[config.mk]
export PLATFORM = sky130hd
export DESIGN_NAME = dcrb_top
export DESIGN_NICKNAME = d
export VERILOG_FILES = /design/src/pkg/dcrb_pkg.sv /design/src/logic/dcrb_top.sv
export VERILOG_INCLUDE_DIRS = /design/src /design/src/pkg
export SDC_FILE = /design/constraint.sdc
export NUM_CORES = 1
export LEC_CHECK = 0
export BUFFER_PORTS_ARGS = -buffer_cell sky130_fd_sc_hd__buf_2
export CAP_MARGIN = 25
export CORE_MARGIN = 2
export CORE_UTILIZATION = 52
export DETAILED_ROUTE_END_ITERATION = 10
export PLACE_DENSITY = 0.86
export SLEW_MARGIN = 20
export SYNTH_ARGS = -nofsm -noshare
export SYNTH_HDL_FRONTEND = slang
export SYNTH_SLANG_ARGS = --single-unit
[constraint.sdc]
create_clock -name clk -period 2.31 [get_ports clk]
set_input_delay 0.462 -clock clk [delete_from_list [all_inputs] [get_ports clk]]
set_output_delay 0.462 -clock clk [all_outputs]
set_load 0.01 [all_outputs]
[src/pkg/dcrb_map.svh]
/*
 * offsets, field positions, reset values and timing figures of the driver control registers.
 * assumes a 50 MHz system clock and a same-clock register access port from the serial front end.
 */
`ifndef DCRB_MAP_SVH
`define DCRB_MAP_SVH

// ************************************************************
// register indices and write masks
// ************************************************************
`define DCRB_IDX_MONREC      4'h3
`define DCRB_IDX_BRIDGE      4'h4
`define DCRB_IDX_PWMDUTY     4'h5
`define DCRB_MASK_MONREC     16'hf7bf
`define DCRB_MASK_BRIDGE     16'hffff
`define DCRB_MASK_PWMDUTY    16'h7fff
`define DCRB_RST_MONREC      16'h0000
`define DCRB_RST_BRIDGE      16'h003c
`define DCRB_RST_PWMDUTY     16'h0000

// ************************************************************
// field positions
// ************************************************************
`define DCRB_POS_OCR_EN      15
`define DCRB_POS_PWM_EN      10
`define DCRB_POS_REC_RATE    5
`define DCRB_POS_FAULT_LATCH 4
`define DCRB_POS_PWM_RATE    7
`define DCRB_MON_FIRST       4'h5
`define DCRB_MON_LAST        4'ha

// ************************************************************
// timing
// ************************************************************
`define DCRB_CLK_HZ          50000000
`define DCRB_REC_SLOW_HZ     1700
`define DCRB_REC_FAST_HZ     3000
`define DCRB_PWM_SLOW_HZ     122
`define DCRB_PWM_FAST_HZ     244
`define DCRB_PWM_STEPS       128
`define DCRB_PWM_SLOW_CYC    (`DCRB_CLK_HZ / (`DCRB_PWM_SLOW_HZ * `DCRB_PWM_STEPS))
`define DCRB_PWM_FAST_CYC    (`DCRB_CLK_HZ / (`DCRB_PWM_FAST_HZ * `DCRB_PWM_STEPS))

`endif

[src/pkg/dcrb_pkg.sv]
/*
 * types of the driver control register bank.
 * assumes nothing beyond a SystemVerilog compiler.
 */
package dcrb_pkg;

   // ************************************************************
   // bridge gate control register contents, msb first
   // ************************************************************
   typedef struct packed {
      logic [4:0] slew_current;                         // gate slew current code
      logic       bridge_openload_high_threshold;       // 5/6 supply threshold
      logic       openload_test_first_high_second_low;  // test path high one to low two
      logic       openload_test_second_high_first_low;  // test path high two to low one
      logic       slow_decay;                           // slow decay mode
      logic       slow_decay_single;                    // single side slow decay
      logic [3:0] cross_conduction_guard_time;          // dead time code
      logic [1:0] drain_source_threshold;               // ds monitor threshold
   } dcrb_bridge_s;

   // supply fault lockout states
   typedef enum logic [0:0] {
      DCRB_SF_RUN  = 1'b0,
      DCRB_SF_LOCK = 1'b1
   } dcrb_fault_e;

endpackage

[src/logic/dcrb_top.sv]
/*
 * driver control register bank: monitor/recovery, bridge gate and pwm duty registers,
 * with the pwm timers, overcurrent retry, supply fault lockout and monitor select they steer.
 * assumes the serial front end presents decoded register writes and reads on the same clock;
 * fault and overcurrent flags arrive from analog comparators, outside the clock domain.
 */
`timescale 1ns/1ps
`include "dcrb_map.svh"

// Operation
// - recovery rate bit picks 1.7kHz or 3kHz
// - latched supply fault holds drivers off until cleared
// - monitor codes 5..10 route outputs five..ten
// - other monitor codes deactivate monitor, high impedance
// - bridge slew current field bits 15..11
// - threshold bit selects high open-load threshold
// - bit 9 tests high one to low two
// - bit 8 tests high two to low one
// - guard time field resets to all ones
// - drain-source threshold field bits 1..0
// - pwm rate bit picks 122Hz or 244Hz
// - duty channel two in bits 14..8
// - duty channel one in bits 6..0
// - timer enable makes output follow pwm timer
// - recovery enable retries output after overcurrent
module dcrb_top #(
   parameter int N_OUT    = 2,                                       // outputs seven and eight
   parameter int REC_SLOW = `DCRB_CLK_HZ / `DCRB_REC_SLOW_HZ,        // recovery period, slow
   parameter int REC_FAST = `DCRB_CLK_HZ / `DCRB_REC_FAST_HZ         // recovery period, fast
) (
   // clock and reset
   input  wire logic                 clk,
   input  wire logic                 reset_n,
   // register access port
   input  wire logic [3:0]           reg_index,
   input  wire logic [15:0]          reg_wdata,
   input  wire logic                 reg_write,
   output logic      [15:0]          reg_rdata,
   // output requests and faults
   input  wire logic [N_OUT-1:0]     output_on_request,
   input  wire logic [N_OUT-1:0]     overcurrent_pin,
   input  wire logic                 supply_fault_pin,
   input  wire logic                 supply_fault_clear,
   // driver and monitor controls
   output logic      [N_OUT-1:0]     output_drive,
   output logic      [1:0]           pwm_level,
   output dcrb_pkg::dcrb_bridge_s    bridge_cfg,
   output logic      [5:0]           current_monitor_route,
   output logic                      current_monitor_pin_oe_n
);

   // ************************************************************
   // registers and state
   // ************************************************************
   logic [15:0]               monrec_reg;          // monitor and recovery control
   logic [15:0]               bridge_reg;          // bridge gate control
   logic [15:0]               pwmduty_reg;         // pwm rate and duty
   logic [15:0]               rdata_reg;           // read answer
   logic [N_OUT-1:0]          oc_meta_reg;         // overcurrent sync stage one
   logic [N_OUT-1:0]          oc_sync_reg;         // overcurrent sync stage two
   logic                      sf_meta_reg;         // supply fault sync stage one
   logic                      sf_sync_reg;         // supply fault sync stage two
   dcrb_pkg::dcrb_fault_e     sf_state_reg;        // supply fault lockout
   logic [15:0]               rec_cnt_reg;         // recovery divider
   logic                      rec_tick;            // one-cycle recovery enable
   logic [11:0]               step_cnt_reg;        // pwm step divider
   logic                      step_tick;           // one-cycle pwm step enable
   logic [6:0]                pwm_cnt_reg;         // pwm phase within period
   logic [1:0]                pwm_reg;             // pwm timer levels
   logic [N_OUT-1:0]          oc_off_reg;          // output tripped by overcurrent
   logic [N_OUT-1:0]          drive_reg;           // output drive
   logic [5:0]                mon_route_reg;       // monitor one-hot route
   logic                      mon_oe_n_reg;        // monitor pin enable, low drives
   logic                      drv_block;           // supply fault blocks drivers
   logic [15:0]               rec_limit;           // selected recovery period
   logic [11:0]               step_limit;          // selected pwm step period

   // monitor code names an existing output
   function automatic logic mon_valid(input logic [3:0] code);
      mon_valid = (code >= `DCRB_MON_FIRST) && (code <= `DCRB_MON_LAST);
   endfunction

   // ************************************************************
   // register writes and reads
   // ************************************************************
   // reserved bits are masked so they always read zero even if the host slips
   always_ff @(posedge clk or negedge reset_n) begin
      if (!reset_n) begin
         monrec_reg  <= `DCRB_RST_MONREC;
         bridge_reg  <= `DCRB_RST_BRIDGE;
         pwmduty_reg <= `DCRB_RST_PWMDUTY;
      end else if (reg_write) begin
         case (reg_index)
            `DCRB_IDX_MONREC:  monrec_reg  <= reg_wdata & `DCRB_MASK_MONREC;
            `DCRB_IDX_BRIDGE:  bridge_reg  <= reg_wdata & `DCRB_MASK_BRIDGE;
            `DCRB_IDX_PWMDUTY: pwmduty_reg <= reg_wdata & `DCRB_MASK_PWMDUTY;
            default: begin
               // other indices belong elsewhere
            end
         endcase
      end
   end

   // read answer one cycle after the index; unmapped indices read zero
   always_ff @(posedge clk or negedge reset_n) begin
      if (!reset_n) begin
         rdata_reg <= 16'h0000;
      end else begin
         case (reg_index)
            `DCRB_IDX_MONREC:  rdata_reg <= monrec_reg;
            `DCRB_IDX_BRIDGE:  rdata_reg <= bridge_reg;
            `DCRB_IDX_PWMDUTY: rdata_reg <= pwmduty_reg;
            default:           rdata_reg <= 16'h0000;
         endcase
      end
   end

   // ************************************************************
   // input synchronisers
   // ************************************************************
   always_ff @(posedge clk or negedge reset_n) begin
      if (!reset_n) begin
         oc_meta_reg <= '0;
         oc_sync_reg <= '0;
         sf_meta_reg <= 1'b0;
         sf_sync_reg <= 1'b0;
      end else begin
         oc_meta_reg <= overcurrent_pin;
         oc_sync_reg <= oc_meta_reg;
         sf_meta_reg <= supply_fault_pin;
         sf_sync_reg <= sf_meta_reg;
      end
   end

   // ************************************************************
   // dividers: recovery rate and pwm step rate
   // ************************************************************
   assign rec_limit  = monrec_reg[`DCRB_POS_REC_RATE] ? 16'(REC_FAST - 1) : 16'(REC_SLOW - 1);
   assign step_limit = pwmduty_reg[`DCRB_POS_PWM_RATE] ? 12'(`DCRB_PWM_FAST_CYC - 1)
                                                       : 12'(`DCRB_PWM_SLOW_CYC - 1);
   assign rec_tick   = (rec_cnt_reg >= rec_limit);
   assign step_tick  = (step_cnt_reg >= step_limit);

   // >= rather than == so a rate change to a shorter period never overruns
   always_ff @(posedge clk or negedge reset_n) begin
      if (!reset_n) begin
         rec_cnt_reg  <= 16'h0000;
         step_cnt_reg <= 12'h000;
      end else begin
         rec_cnt_reg  <= rec_tick ? 16'h0000 : rec_cnt_reg + 16'h0001;
         step_cnt_reg <= step_tick ? 12'h000 : step_cnt_reg + 12'h001;
      end
   end

   // ************************************************************
   // pwm timers
   // ************************************************************
   // 128 steps per period; duty zero never turns on
   always_ff @(posedge clk or negedge reset_n) begin
      if (!reset_n) begin
         pwm_cnt_reg <= 7'h00;
         pwm_reg     <= 2'h0;
      end else begin
         if (step_tick) begin
            pwm_cnt_reg <= pwm_cnt_reg + 7'h01;
         end
         pwm_reg[0] <= (pwm_cnt_reg < pwmduty_reg[6:0]);
         pwm_reg[1] <= (pwm_cnt_reg < pwmduty_reg[14:8]);
      end
   end

   // ************************************************************
   // supply fault lockout
   // ************************************************************
   // a fault present during the clear keeps the lock: the event wins
   always_ff @(posedge clk or negedge reset_n) begin
      if (!reset_n) begin
         sf_state_reg <= dcrb_pkg::DCRB_SF_RUN;
      end else begin
         case (sf_state_reg)
            dcrb_pkg::DCRB_SF_RUN: begin
               if (sf_sync_reg && monrec_reg[`DCRB_POS_FAULT_LATCH]) begin
                  sf_state_reg <= dcrb_pkg::DCRB_SF_LOCK;
               end
            end
            dcrb_pkg::DCRB_SF_LOCK: begin
               if (supply_fault_clear && !sf_sync_reg) begin
                  sf_state_reg <= dcrb_pkg::DCRB_SF_RUN;
               end
            end
            default: sf_state_reg <= dcrb_pkg::DCRB_SF_RUN;
         endcase
      end
   end

   assign drv_block = sf_sync_reg || (sf_state_reg == dcrb_pkg::DCRB_SF_LOCK);

   // ************************************************************
   // per-output trip, retry and drive
   // ************************************************************
   genvar gi;
   generate
      for (gi = 0; gi < N_OUT; gi++) begin : g_out
         // tripped output retries on a recovery tick if enabled, else waits for request drop
         always_ff @(posedge clk or negedge reset_n) begin
            if (!reset_n) begin
               oc_off_reg[gi] <= 1'b0;
            end else if (!output_on_request[gi]) begin
               oc_off_reg[gi] <= 1'b0;
            end else if (oc_off_reg[gi] && rec_tick && monrec_reg[`DCRB_POS_OCR_EN - gi]) begin
               oc_off_reg[gi] <= 1'b0;
            end else if (oc_sync_reg[gi] && drive_reg[gi]) begin
               oc_off_reg[gi] <= 1'b1;
            end
         end

         // static on, or gated by its timer when the timer enable is set
         always_ff @(posedge clk or negedge reset_n) begin
            if (!reset_n) begin
               drive_reg[gi] <= 1'b0;
            end else begin
               drive_reg[gi] <= output_on_request[gi] && !oc_off_reg[gi] && !drv_block &&
                                (!monrec_reg[`DCRB_POS_PWM_EN - gi] || pwm_reg[gi]);
            end
         end
      end
   endgenerate

   // ************************************************************
   // current monitor route
   // ************************************************************
   // unused codes release the pin rather than pick a default output
   always_ff @(posedge clk or negedge reset_n) begin
      if (!reset_n) begin
         mon_route_reg <= 6'h00;
         mon_oe_n_reg  <= 1'b1;
      end else if (mon_valid(monrec_reg[3:0])) begin
         mon_route_reg <= 6'h01 << (monrec_reg[3:0] - `DCRB_MON_FIRST);
         mon_oe_n_reg  <= 1'b0;
      end else begin
         mon_route_reg <= 6'h00;
         mon_oe_n_reg  <= 1'b1;
      end
   end

   // ************************************************************
   // outputs
   // ************************************************************
   // bridge fields go straight out of the register flops
   assign bridge_cfg               = bridge_reg;
   assign reg_rdata                = rdata_reg;
   assign output_drive             = drive_reg;
   assign pwm_level                = pwm_reg;
   assign current_monitor_route    = mon_route_reg;
   assign current_monitor_pin_oe_n = mon_oe_n_reg;
endmodule

# After elaboration in Yosys (flattened, before gate mapping)

Cells that the tools add are included.

Add/subtract/negate cells: 4
Order comparisons: 6
Equal/unequal tests: 5
Shifts and indexed selects: 1
Mux-type cells: 16
Bitwise operators: 1
Reduce and logical (&&, ||, !) cells: 27

Operator list:

| operator                | count |
|---|---|
| $pmux W16 S3            | 1 |
| $mux W12                | 2 |
| $add A16 B1 Y16 const B | 1 |
| $ge A16 B15 Y1          | 1 |
| $mux W16                | 1 |
| $logic_and A1 B1 Y1     | 15 |
| $lt A7 B7 Y1            | 2 |
| $mux W14                | 1 |
| $add A12 B1 Y12 const B | 1 |
| $ge A12 B12 Y1          | 1 |
| $mux W1                 | 9 |
| $eq A4 B3 Y1 const B    | 2 |
| $add A7 B1 Y7 const B   | 1 |
| $logic_not A1 Y1        | 6 |
| $mux W6                 | 1 |
| $ne A3 B1 Y1 const B    | 2 |
| $reduce_and A2 Y1       | 3 |
| $shl A1 B4 Y6 const A   | 1 |
| $eq A4 B2 Y1 const B    | 1 |
| $ge A4 B3 Y1 const B    | 1 |
| $le A4 B4 Y1 const B    | 1 |
| $sub A4 B3 Y4 const B   | 1 |
| $logic_or A1 B1 Y1      | 3 |
| $pmux W1 S2             | 1 |
| $not A1 Y1              | 1 |

Register bits after elaboration: 116
Input port bits: 29
Output and inout bits: 43
Logic and storage cells: 79

# Depth between registers and ports, before layout

Gate-level depths: netlist of the first run.

Depth after elaboration: 6
Depth in mapped cells: 9

# Worst setup path after synthesis of the first run

No wires, ideal clock.

Kind: flip-flop to flip-flop
Start point: register pwmduty_reg[7]
End point: register pwm_cnt_reg[1]
Library setup time: 125 ps
Arrival: 2,241 ps
Required time: 2,185 ps
Setup slack: -56 ps
Stages on the path, launching flop included: 9
Path buffers: 1
Clock period less this slack: 2,366 ps
Path through: dfrtp_1 inv_1 ha_1 a211o_1 a2111oi_4 nor2_2 or2_1 buf_6 mux2_4

Cells in the longest elaborated chain, start to end: 2

RTL lines:

| element                | RTL line        | source |
|---|---|---|
| from (decl)            | dcrb_top.sv:57  | `logic [15:0] pwmduty_reg;` |
| from (signal assigned) | dcrb_top.sv:91  | `` pwmduty_reg <= `DCRB_RST_PWMDUTY; `` |
| from (signal assigned) | dcrb_top.sv:96  | `` `DCRB_IDX_PWMDUTY: pwmduty_reg <= reg_wdata & `DCRB_MASK_PWMDUTY; `` |
| $mux W12               | dcrb_top.sv:139 | `` assign step_limit = pwmduty_reg[`DCRB_POS_PWM_RATE] ? 12'(`DCRB_PWM_FAST_CYC - 1) `` |
| $ge A12 B12 Y1         | dcrb_top.sv:142 | `assign step_tick = (step_cnt_reg >= step_limit);` |
| to (signal assigned)   | dcrb_top.sv:165 | `pwm_cnt_reg <= pwm_cnt_reg + 7'h01;` |
| to (decl)              | dcrb_top.sv:68  | `logic [6:0] pwm_cnt_reg;` |

Every way passes these cells.
A chain may end at the register's enable or synchronous reset.

# Final worst setup path of the first run

Ends and elaborated chain as after synthesis.

==> impl_results.md, run 1 <==
- Outcome: complete, no violations
- Pin count of the biggest net entering global routing: between 40 and 50
- IO Count: 72
- Area grow syn2layout: 23.4%
- Syn avg cell area: about 12 sq um
- CTS sink count: ~120
- Compound-cell area share of the yosys netlist: ~8.3%
- Xor/xnor share of the synthesized area: between 4 and 5%
- Post-synth net total: roughly 500
- Initial antenna violation count: 0
- Mux share of post-synthesis cell area: just under 10%
- Static leakage: 3.39 nW
- Dpl cells: between 600 and 700
- First-pass GRT wire length: about 20000 um
- CTS tree: yes
- Average wire per standard cell: approximately 17 um
- Max VDD drop: about 0.4 mV
- CP Capture Type: flip-flop
- F_max: 438 MHz
- Critical path arrival: approximately 2.7 ns
- Cell Pwr Density: between 800 and 900 nW/um^2
- Die height: approximately 110 um
- CP Launch Type: flip-flop
- Final cell count without fillers: 688
- Synth cell types: just under 50
- Min Tclk post-route: 2.28 ns
- Area post-placement: ~5900 sq um
- Critical path's largest stage delay: 0.43 ns
- Antenna cells: 0
- #FFs+latches synth: 116
- Final period utilization: 98.9%
- Crit Path Category: flip-flop to flip-flop
- Worst Path Max Fanout: 6
- Largest family of logic cells by synthesized area: simple AND/OR/NAND/NOR gates
- Number of DRC markers in iteration 0: roughly 330
- Vias in the first global route: 4062
- Vias per inst: about 5.6
- CTS buffer count: 17
- Final #Nets: about 600
- CP max stage cell: dfrtp_1
- Register area share after synthesis: ~54%
- Rel. slew slack: between 60% and 70%
- Hpwl dp: between 7000 and 8000 um
- Post-Layout Inst Area: approximately 6600 sq um
- Die area: roughly 11000 sq um
- Floorplan core area: between 10000 and 15000 sq um
- CP cell instances: inv_2 > buf_4 > ha_1 > o211ai_1 > nor4_1 > a41o_1 > or2_4 > mux2_4
- Max-slew violation count: 0
- GP Congestion: 0.853
- Min-Delay Path Class: input pin to flip-flop
- Layout cells sized above 1: 29.7%
- Syn Inst Count: about 440
- Number of enable flip-flop cells after synthesis: 0
- Fin. Hold Viols: 0
- Mapped cell area: 5340 sq um
- Final Power: about 5.8 mW
- CP required: between 2 and 3 ns
- WL final: around 12000 um
- Synth Area in Simple Gates: about a tenth
- Final setup vio count: 0
- Gr usage total: 22.7%
- Post-DRT Antenna Nets: 0
- Final setup margin: between 0.02 and 0.03 ns
- Core Rows: 37
- Clk_lat worst skew: ~0.52 ns
- Worst Skew: ~0.013 ns
- Worst slack, placed: between 0.02 and 0.025 ns
- Post-synthesis adder-cell area fraction: 8.43%
- DRC violations left: 0
- CTS H-tree depth: 4
- MaxCap Viol Count: 0
- Starting density of the core: between 50% and 60%
- Vias: between 3000 and 4000
- IO Port Bufs: 71
- Synth Flop Type: dfrtp_1
- Clock buffer depth: 2
- Filler Cell Count: 706
- Worst-path clk slew: 0.06 ns
- Worst Max-Slew Pin Slew: roughly 0.53 ns
- Die X: roughly 110 um
- CTS root buffer: clkbuf_8
- Synth async-reset ratio: between 90% and 100%
- Yosys warning count: 0
- Grt ovf: 0
- Detailed Routing Iterations Pass 1: 6
==> worst paths after layout <==
path,start,endpoint,slack (ns),depth (start not counted)
worst min register to register,oc_meta_reg[0]$_DFF_PN0_,oc_sync_reg[0]$_DFF_PN0_,0.35,0
worst max-delay path,pwmduty_reg[7]$_DFFE_PN0P_,pwm_cnt_reg[1]$_DFFE_PN0N_,0.03,8
max in group asynchronous,reset_n,reg_rdata[6]$_DFF_PN0_,1.09,3
min in group asynchronous,reset_n,current_monitor_route[4]$_DFF_PN0_,0.47,2
worst max register to register,pwmduty_reg[7]$_DFFE_PN0P_,pwm_cnt_reg[1]$_DFFE_PN0N_,0.03,8
worst min-delay path,overcurrent_pin[0],oc_meta_reg[0]$_DFF_PN0_,0.05,1
==> critical path: cells and delay by family, from the launching register on <==
| family | cells | cell delay [ns] |
|---|---|---|
| fa+ha+maj | 1 | 0.29 |
| mux | 1 | 0.30 |
| flops | 1 | 0.43 |
| simple gates | 2 | 0.35 |
| compound gates | 2 | 0.52 |
| buf+inv | 2 | 0.28 |
==> per-stage QoR <==
| stage | hold WS, ns | utilization, % | setup TNS, ns |
|---|---|---|---|
| after CTS | 0.0307 | 64.2 | 0 |
| after detailed placement | 0.338 | 58.6 | 0 |
| after floorplan | 0.166 | - | 0 |
| after global placement | 0.334 | 58.6 | 0 |
| after global routing | 0.0282 | 65.0 | -0.385 |
| final | 0.0499 | 65.0 | 0 |
==> cell usage in the layout, fill, tap and decap left out, types with 5 or more instances in the layout <==
cell,n
dfrtp_1,109
buf_2,70
inv_1,36
nor2_1,36
ha_1,35
mux2_1,26
buf_4,24
xor2_1,19
mux2_2,19
clkbuf_16,16
nand3_1,15
nand2_1,14
a222oi_1,13
xnor2_1,11
a21oi_1,10
and3_1,8
nand2b_1,6
dfstp_2,5
clkinvlp_4,5
==> Yosys cell counts (2+ instances only) <==
cell	instances	share of area [%]
and4_1	2	0.33
a21oi_1	10	0.94
a311oi_1	2	0.33
o2111ai_1	2	0.33
nor2_1	36	2.5
ha_1	36	8.4
mux2_1	26	5.5
nand3_1	15	1.4
o31a_1	2	0.33
inv_1	37	2.6
xor2_1	19	3.1
a22o_1	3	0.49
nor3_1	3	0.28
mux2_2	19	4.0
dfstp_2	5	2.5
dfrtp_1	111	52
nand2_1	14	0.98
a21o_1	4	0.56
xnor2_1	11	1.8
buf_6	2	0.42
a222oi_1	13	2.4
nand4_1	4	0.47
nor4b_1	4	0.66
a211oi_1	2	0.28
o21ai_1	4	0.37
nor4bb_1	2	0.37
a2111o_1	2	0.42
nand2b_1	6	0.70
nor2b_1	3	0.35
and3_1	8	0.94
clkbuf_1	8	0.56
buf_1	2	0.14
and2_1	3	0.35
==> area by class of cell <==
cell class                      instances  area [sq um]  share of cell area (%)
Clock buffer                           17           414                    6.28
Sequential cell                       116          2910                    44.2
Tap cell                              136           170                    2.58
Timing Repair Buffer                   96           561                    8.50
Inverter                               37           139                    2.11
Clock inverter                         15           135                    2.05
Multi-Input combinational cell        271          2260                    34.3
==> cell families after synthesis <==
logic type | after synthesis
mux | 46
xor+xnor | 30
simple gates | 105
buf+inv | 49
compound gates | 54
fa+ha+maj | 36
flops | 116
==> power breakdown <==
part | leakage (nW) | switching [mW] | internal, mW
Clock | 0.256 | 0.957 | 1.43
Sequential | 1.47 | 0.209 | 2.29
Combinational | 1.66 | 0.440 | 0.436
==> what timing repair did <==
item / 4_1_cts / 5_1_grt
hold endpoints to repair: 35 / 0
pin swaps: 0 / 2
setup endpoints to repair: 2 / 28
hold buffers: 1 / 0
buffers inserted: 1 / 8
resized for setup: 0 / 7
==> metal layers <==
layer / vias to the layer above / global-route usage (%) / wire (um)
li1: 1764 / - / -
met1: 1963 / 26.8 / 4910
met2: 105 / 40.1 / 6360
met3: 17 / 6.18 / 578
met4: 0 / 6.95 / 183
met5: - / 0 / 0
No activity file was read; power rests on OpenSTA's default activity.
==> run 2, diff against run 1 <==
- CELL_PAD_IN_SITES_DETAIL_PLACEMENT: not set -> 0
- CELL_PAD_IN_SITES_GLOBAL_PLACEMENT: not set -> 1
- CORE_ASPECT_RATIO: not set -> 1.75
- CORE_UTILIZATION: 52 -> 42
==> impl_results.md, run 2 (synthesized netlist as in run 1, its figures left out) <==
- Outcome: complete, no violations (unchanged)
- Number of stages on the worst setup path: 7 (was 8)
- Rel. slew slack: 71.5% (was 64.7%)
- CTS buffer count: 17 (unchanged)
- Post-DRT Antenna Nets: 0 (unchanged)
- CTS root buffer: clkbuf_16 (was clkbuf_8)
- Initial antenna violation count: 0 (unchanged)
- Crit path from: pwmduty_reg[7]$_DFFE_PN0P_ (unchanged)
- Critical path arrival: 2.53 ns (was 2.68 ns)
- CP required: 2.60 ns (was 2.70 ns)
- Static leakage: 3.39 nW (about the same)
- Gr usage total: 18.8% (was 22.7%)
- IO Port Bufs: 71 (unchanged)
- Detailed Routing Iterations Pass 1: 7 (was 6)
- CP Capture Type: flip-flop (unchanged)
- Layout cells sized above 1: 27.6% (was 29.7%)
- Vias in the first global route: 4056 (was 4062)
- WL final: 11800 um (was 12000 um)
- Worst Path Max Fanout: 5 (was 6)
- Area grow syn2layout: 23.4% (unchanged)
- Average wire per standard cell: 16.5 um (was 17.5 um)
- Worst Max-Slew Pin Slew: 0.427 ns (was 0.529 ns)
- Vias: 3735 (was 3849)
- CTS sink count: 116 (unchanged)
- Clk_lat worst skew: 0.41 ns (was 0.52 ns)
- Die area: 13700 sq um (was 11100 sq um)
- Grt ovf: 0 (unchanged)
- Fin. Hold Viols: 0 (unchanged)
- RR Startpoint: pwmduty_reg[7]$_DFFE_PN0P_ (unchanged)
- MaxCap Viol Count: 0 (unchanged)
- Most frequent cells in the layout: dfrtp_1 (111), buf_2 (70), inv_1 (36), nor2_1 (36), ha_1 (36) (was dfrtp_1 (109), buf_2 (70), inv_1 (36), nor2_1 (36), ha_1 (35))
- Worst hold margin: 0.164 ns (was 0.0499 ns)
- Max VDD drop: 0.473 mV (was 0.401 mV)
- Vias per inst: 5.22 (was 5.59)
- Worst Skew: 0.00747 ns (was 0.0130 ns)
- Die height: 153 um (was 105 um)
- Critical path's largest stage delay: 0.41 ns (was 0.43 ns)
- Crit Path Category: flip-flop to flip-flop (unchanged)
- DRC violations left: 0 (unchanged)
- Post-layout util: 53.0% (was 65.0%)
- F_max: 445 MHz (was 438 MHz)
- CTS H-tree depth: 4 (unchanged)
- Core Rows: 54 (was 37)
- R2R cell count: 7 (was 8)
- Worst slack, placed: 0.0228 ns (was 0.0238 ns)
- Antenna cells: 0 (unchanged)
- Number of DRC markers in iteration 0: 213 (was 325)
- Buf/Inv on CP: 1 (was 2)
- Hpwl dp: 8700 um (was 7940 um)
- CP cell instances: inv_2 > ha_1 > a211o_1 > a2111oi_4 > nor2_2 > or2_4 > mux2_4 (was inv_2 > buf_4 > ha_1 > o211ai_1 > nor4_1 > a41o_1 > or2_4 > mux2_4)
- CP max stage cell: dfrtp_1 (unchanged)
- Dpl cells: 679 (was 646)
- CP Launch Type: flip-flop (unchanged)
- Cell Pwr Density: 864 nW/um^2 (was 874 nW/um^2)
- IO Count: 72 (unchanged)
- Commonest non-fill, non-tap cell in the layout: dfrtp_1 (unchanged)
- Final cell count without fillers: 716 (was 688)
- Min Tclk post-route: 2.25 ns (was 2.28 ns)
- Max-slew violation count: 0 (unchanged)
- GP Congestion: 0.872 (was 0.853)
- Pin count of the biggest net entering global routing: 46 (was 44)
- Hold Crit Start: overcurrent_pin[1] (was overcurrent_pin[0])
- Final #Nets: 600 (was 604)
- Floorplan core area: 12400 sq um (was 10100 sq um)
- Starting density of the core: 43.0% (was 52.7%)
- Die X: 89.3 um (was 105 um)
- Final Power: 5.70 mW (was 5.76 mW)
- Post-Layout Inst Area: 6590 sq um (unchanged)
- Worst-path clk slew: 0.05 ns (was 0.06 ns)
- Final period utilization: 97.2% (was 98.9%)
- Final setup vio count: 0 (unchanged)
- Filler Cell Count: 1095 (was 706)
- Min-Delay Path Class: input pin to flip-flop (unchanged)
- Final setup margin: 0.0646 ns (was 0.0256 ns)
- First-pass GRT wire length: 19700 um (about the same)
- Min-Delay Path Depth: 1 (unchanged)
- Clock buffer depth: 2 (unchanged)
- CTS tree: yes (unchanged)
- Setup_tns: 0 ns (unchanged)
- CP top delay family: compound AO/OA/AOI/OAI gates (unchanged)
- Area post-placement: 6010 sq um (was 5940 sq um)
[run 2: cell types whose count changed in the layout (fill, tap and decap cells not counted), moves of 2 or more]
| cell | change |
|---|---|
| inv_6 | -2 |
| clkinvlp_4 | -3 |
| clkbuf_1 | +4 |
| dfrtp_1 | +2 |
| dfrtp_2 | -2 |
| clkinv_4 | -3 |
| buf_4 | -5 |
| clkinv_2 | +3 |
[run 2: power breakdown]
part	internal (mW)	switching (mW)
Combinational	0.415	0.421
Clock	1.49	0.886
Sequential	2.30	0.190
[run 2: final cells by class]
type	count	area, sq um	share of cell area [%]
inverter	37	139	2.11
multi-input combinational	271	2250	34.2
clock inverter	10	83.8	1.27
tap	168	210	3.19
timing repair buffer	92	543	8.24
clock buffer	22	454	6.89
sequential	116	2910	44.1
[run 2: final timing paths]
path | endpoint | slack, ns
worst min register to register | oc_sync_reg[1]$_DFF_PN0_ | 0.35
worst max-delay path | pwm_cnt_reg[1]$_DFFE_PN0N_ | 0.06
worst min-delay path | oc_meta_reg[1]$_DFF_PN0_ | 0.16
max in group asynchronous | bridge_cfg[3]$_DFFE_PN1P_ | 1.12
min in group asynchronous | reg_rdata[7]$_DFF_PN0_ | 0.54
worst max register to register | pwm_cnt_reg[1]$_DFFE_PN0N_ | 0.06
[run 2: what timing repair did]
item                       in CTS  in global routing
setup endpoints to repair       0                 16
buffers inserted                0                  4
resized for setup               0                  2
hold endpoints to repair       22                  0
hold buffers                    1                  0
[run 2: routing by layer]
layer | vias up | routed length (um) | global-route usage [%]
met5 | - | 0 | 0
met3 | 19 | 430 | 4.86
met2 | 82 | 6710 | 33.5
met4 | 0 | 328 | 8.60
li1 | 1751 | - | -
met1 | 1883 | 4370 | 20.1
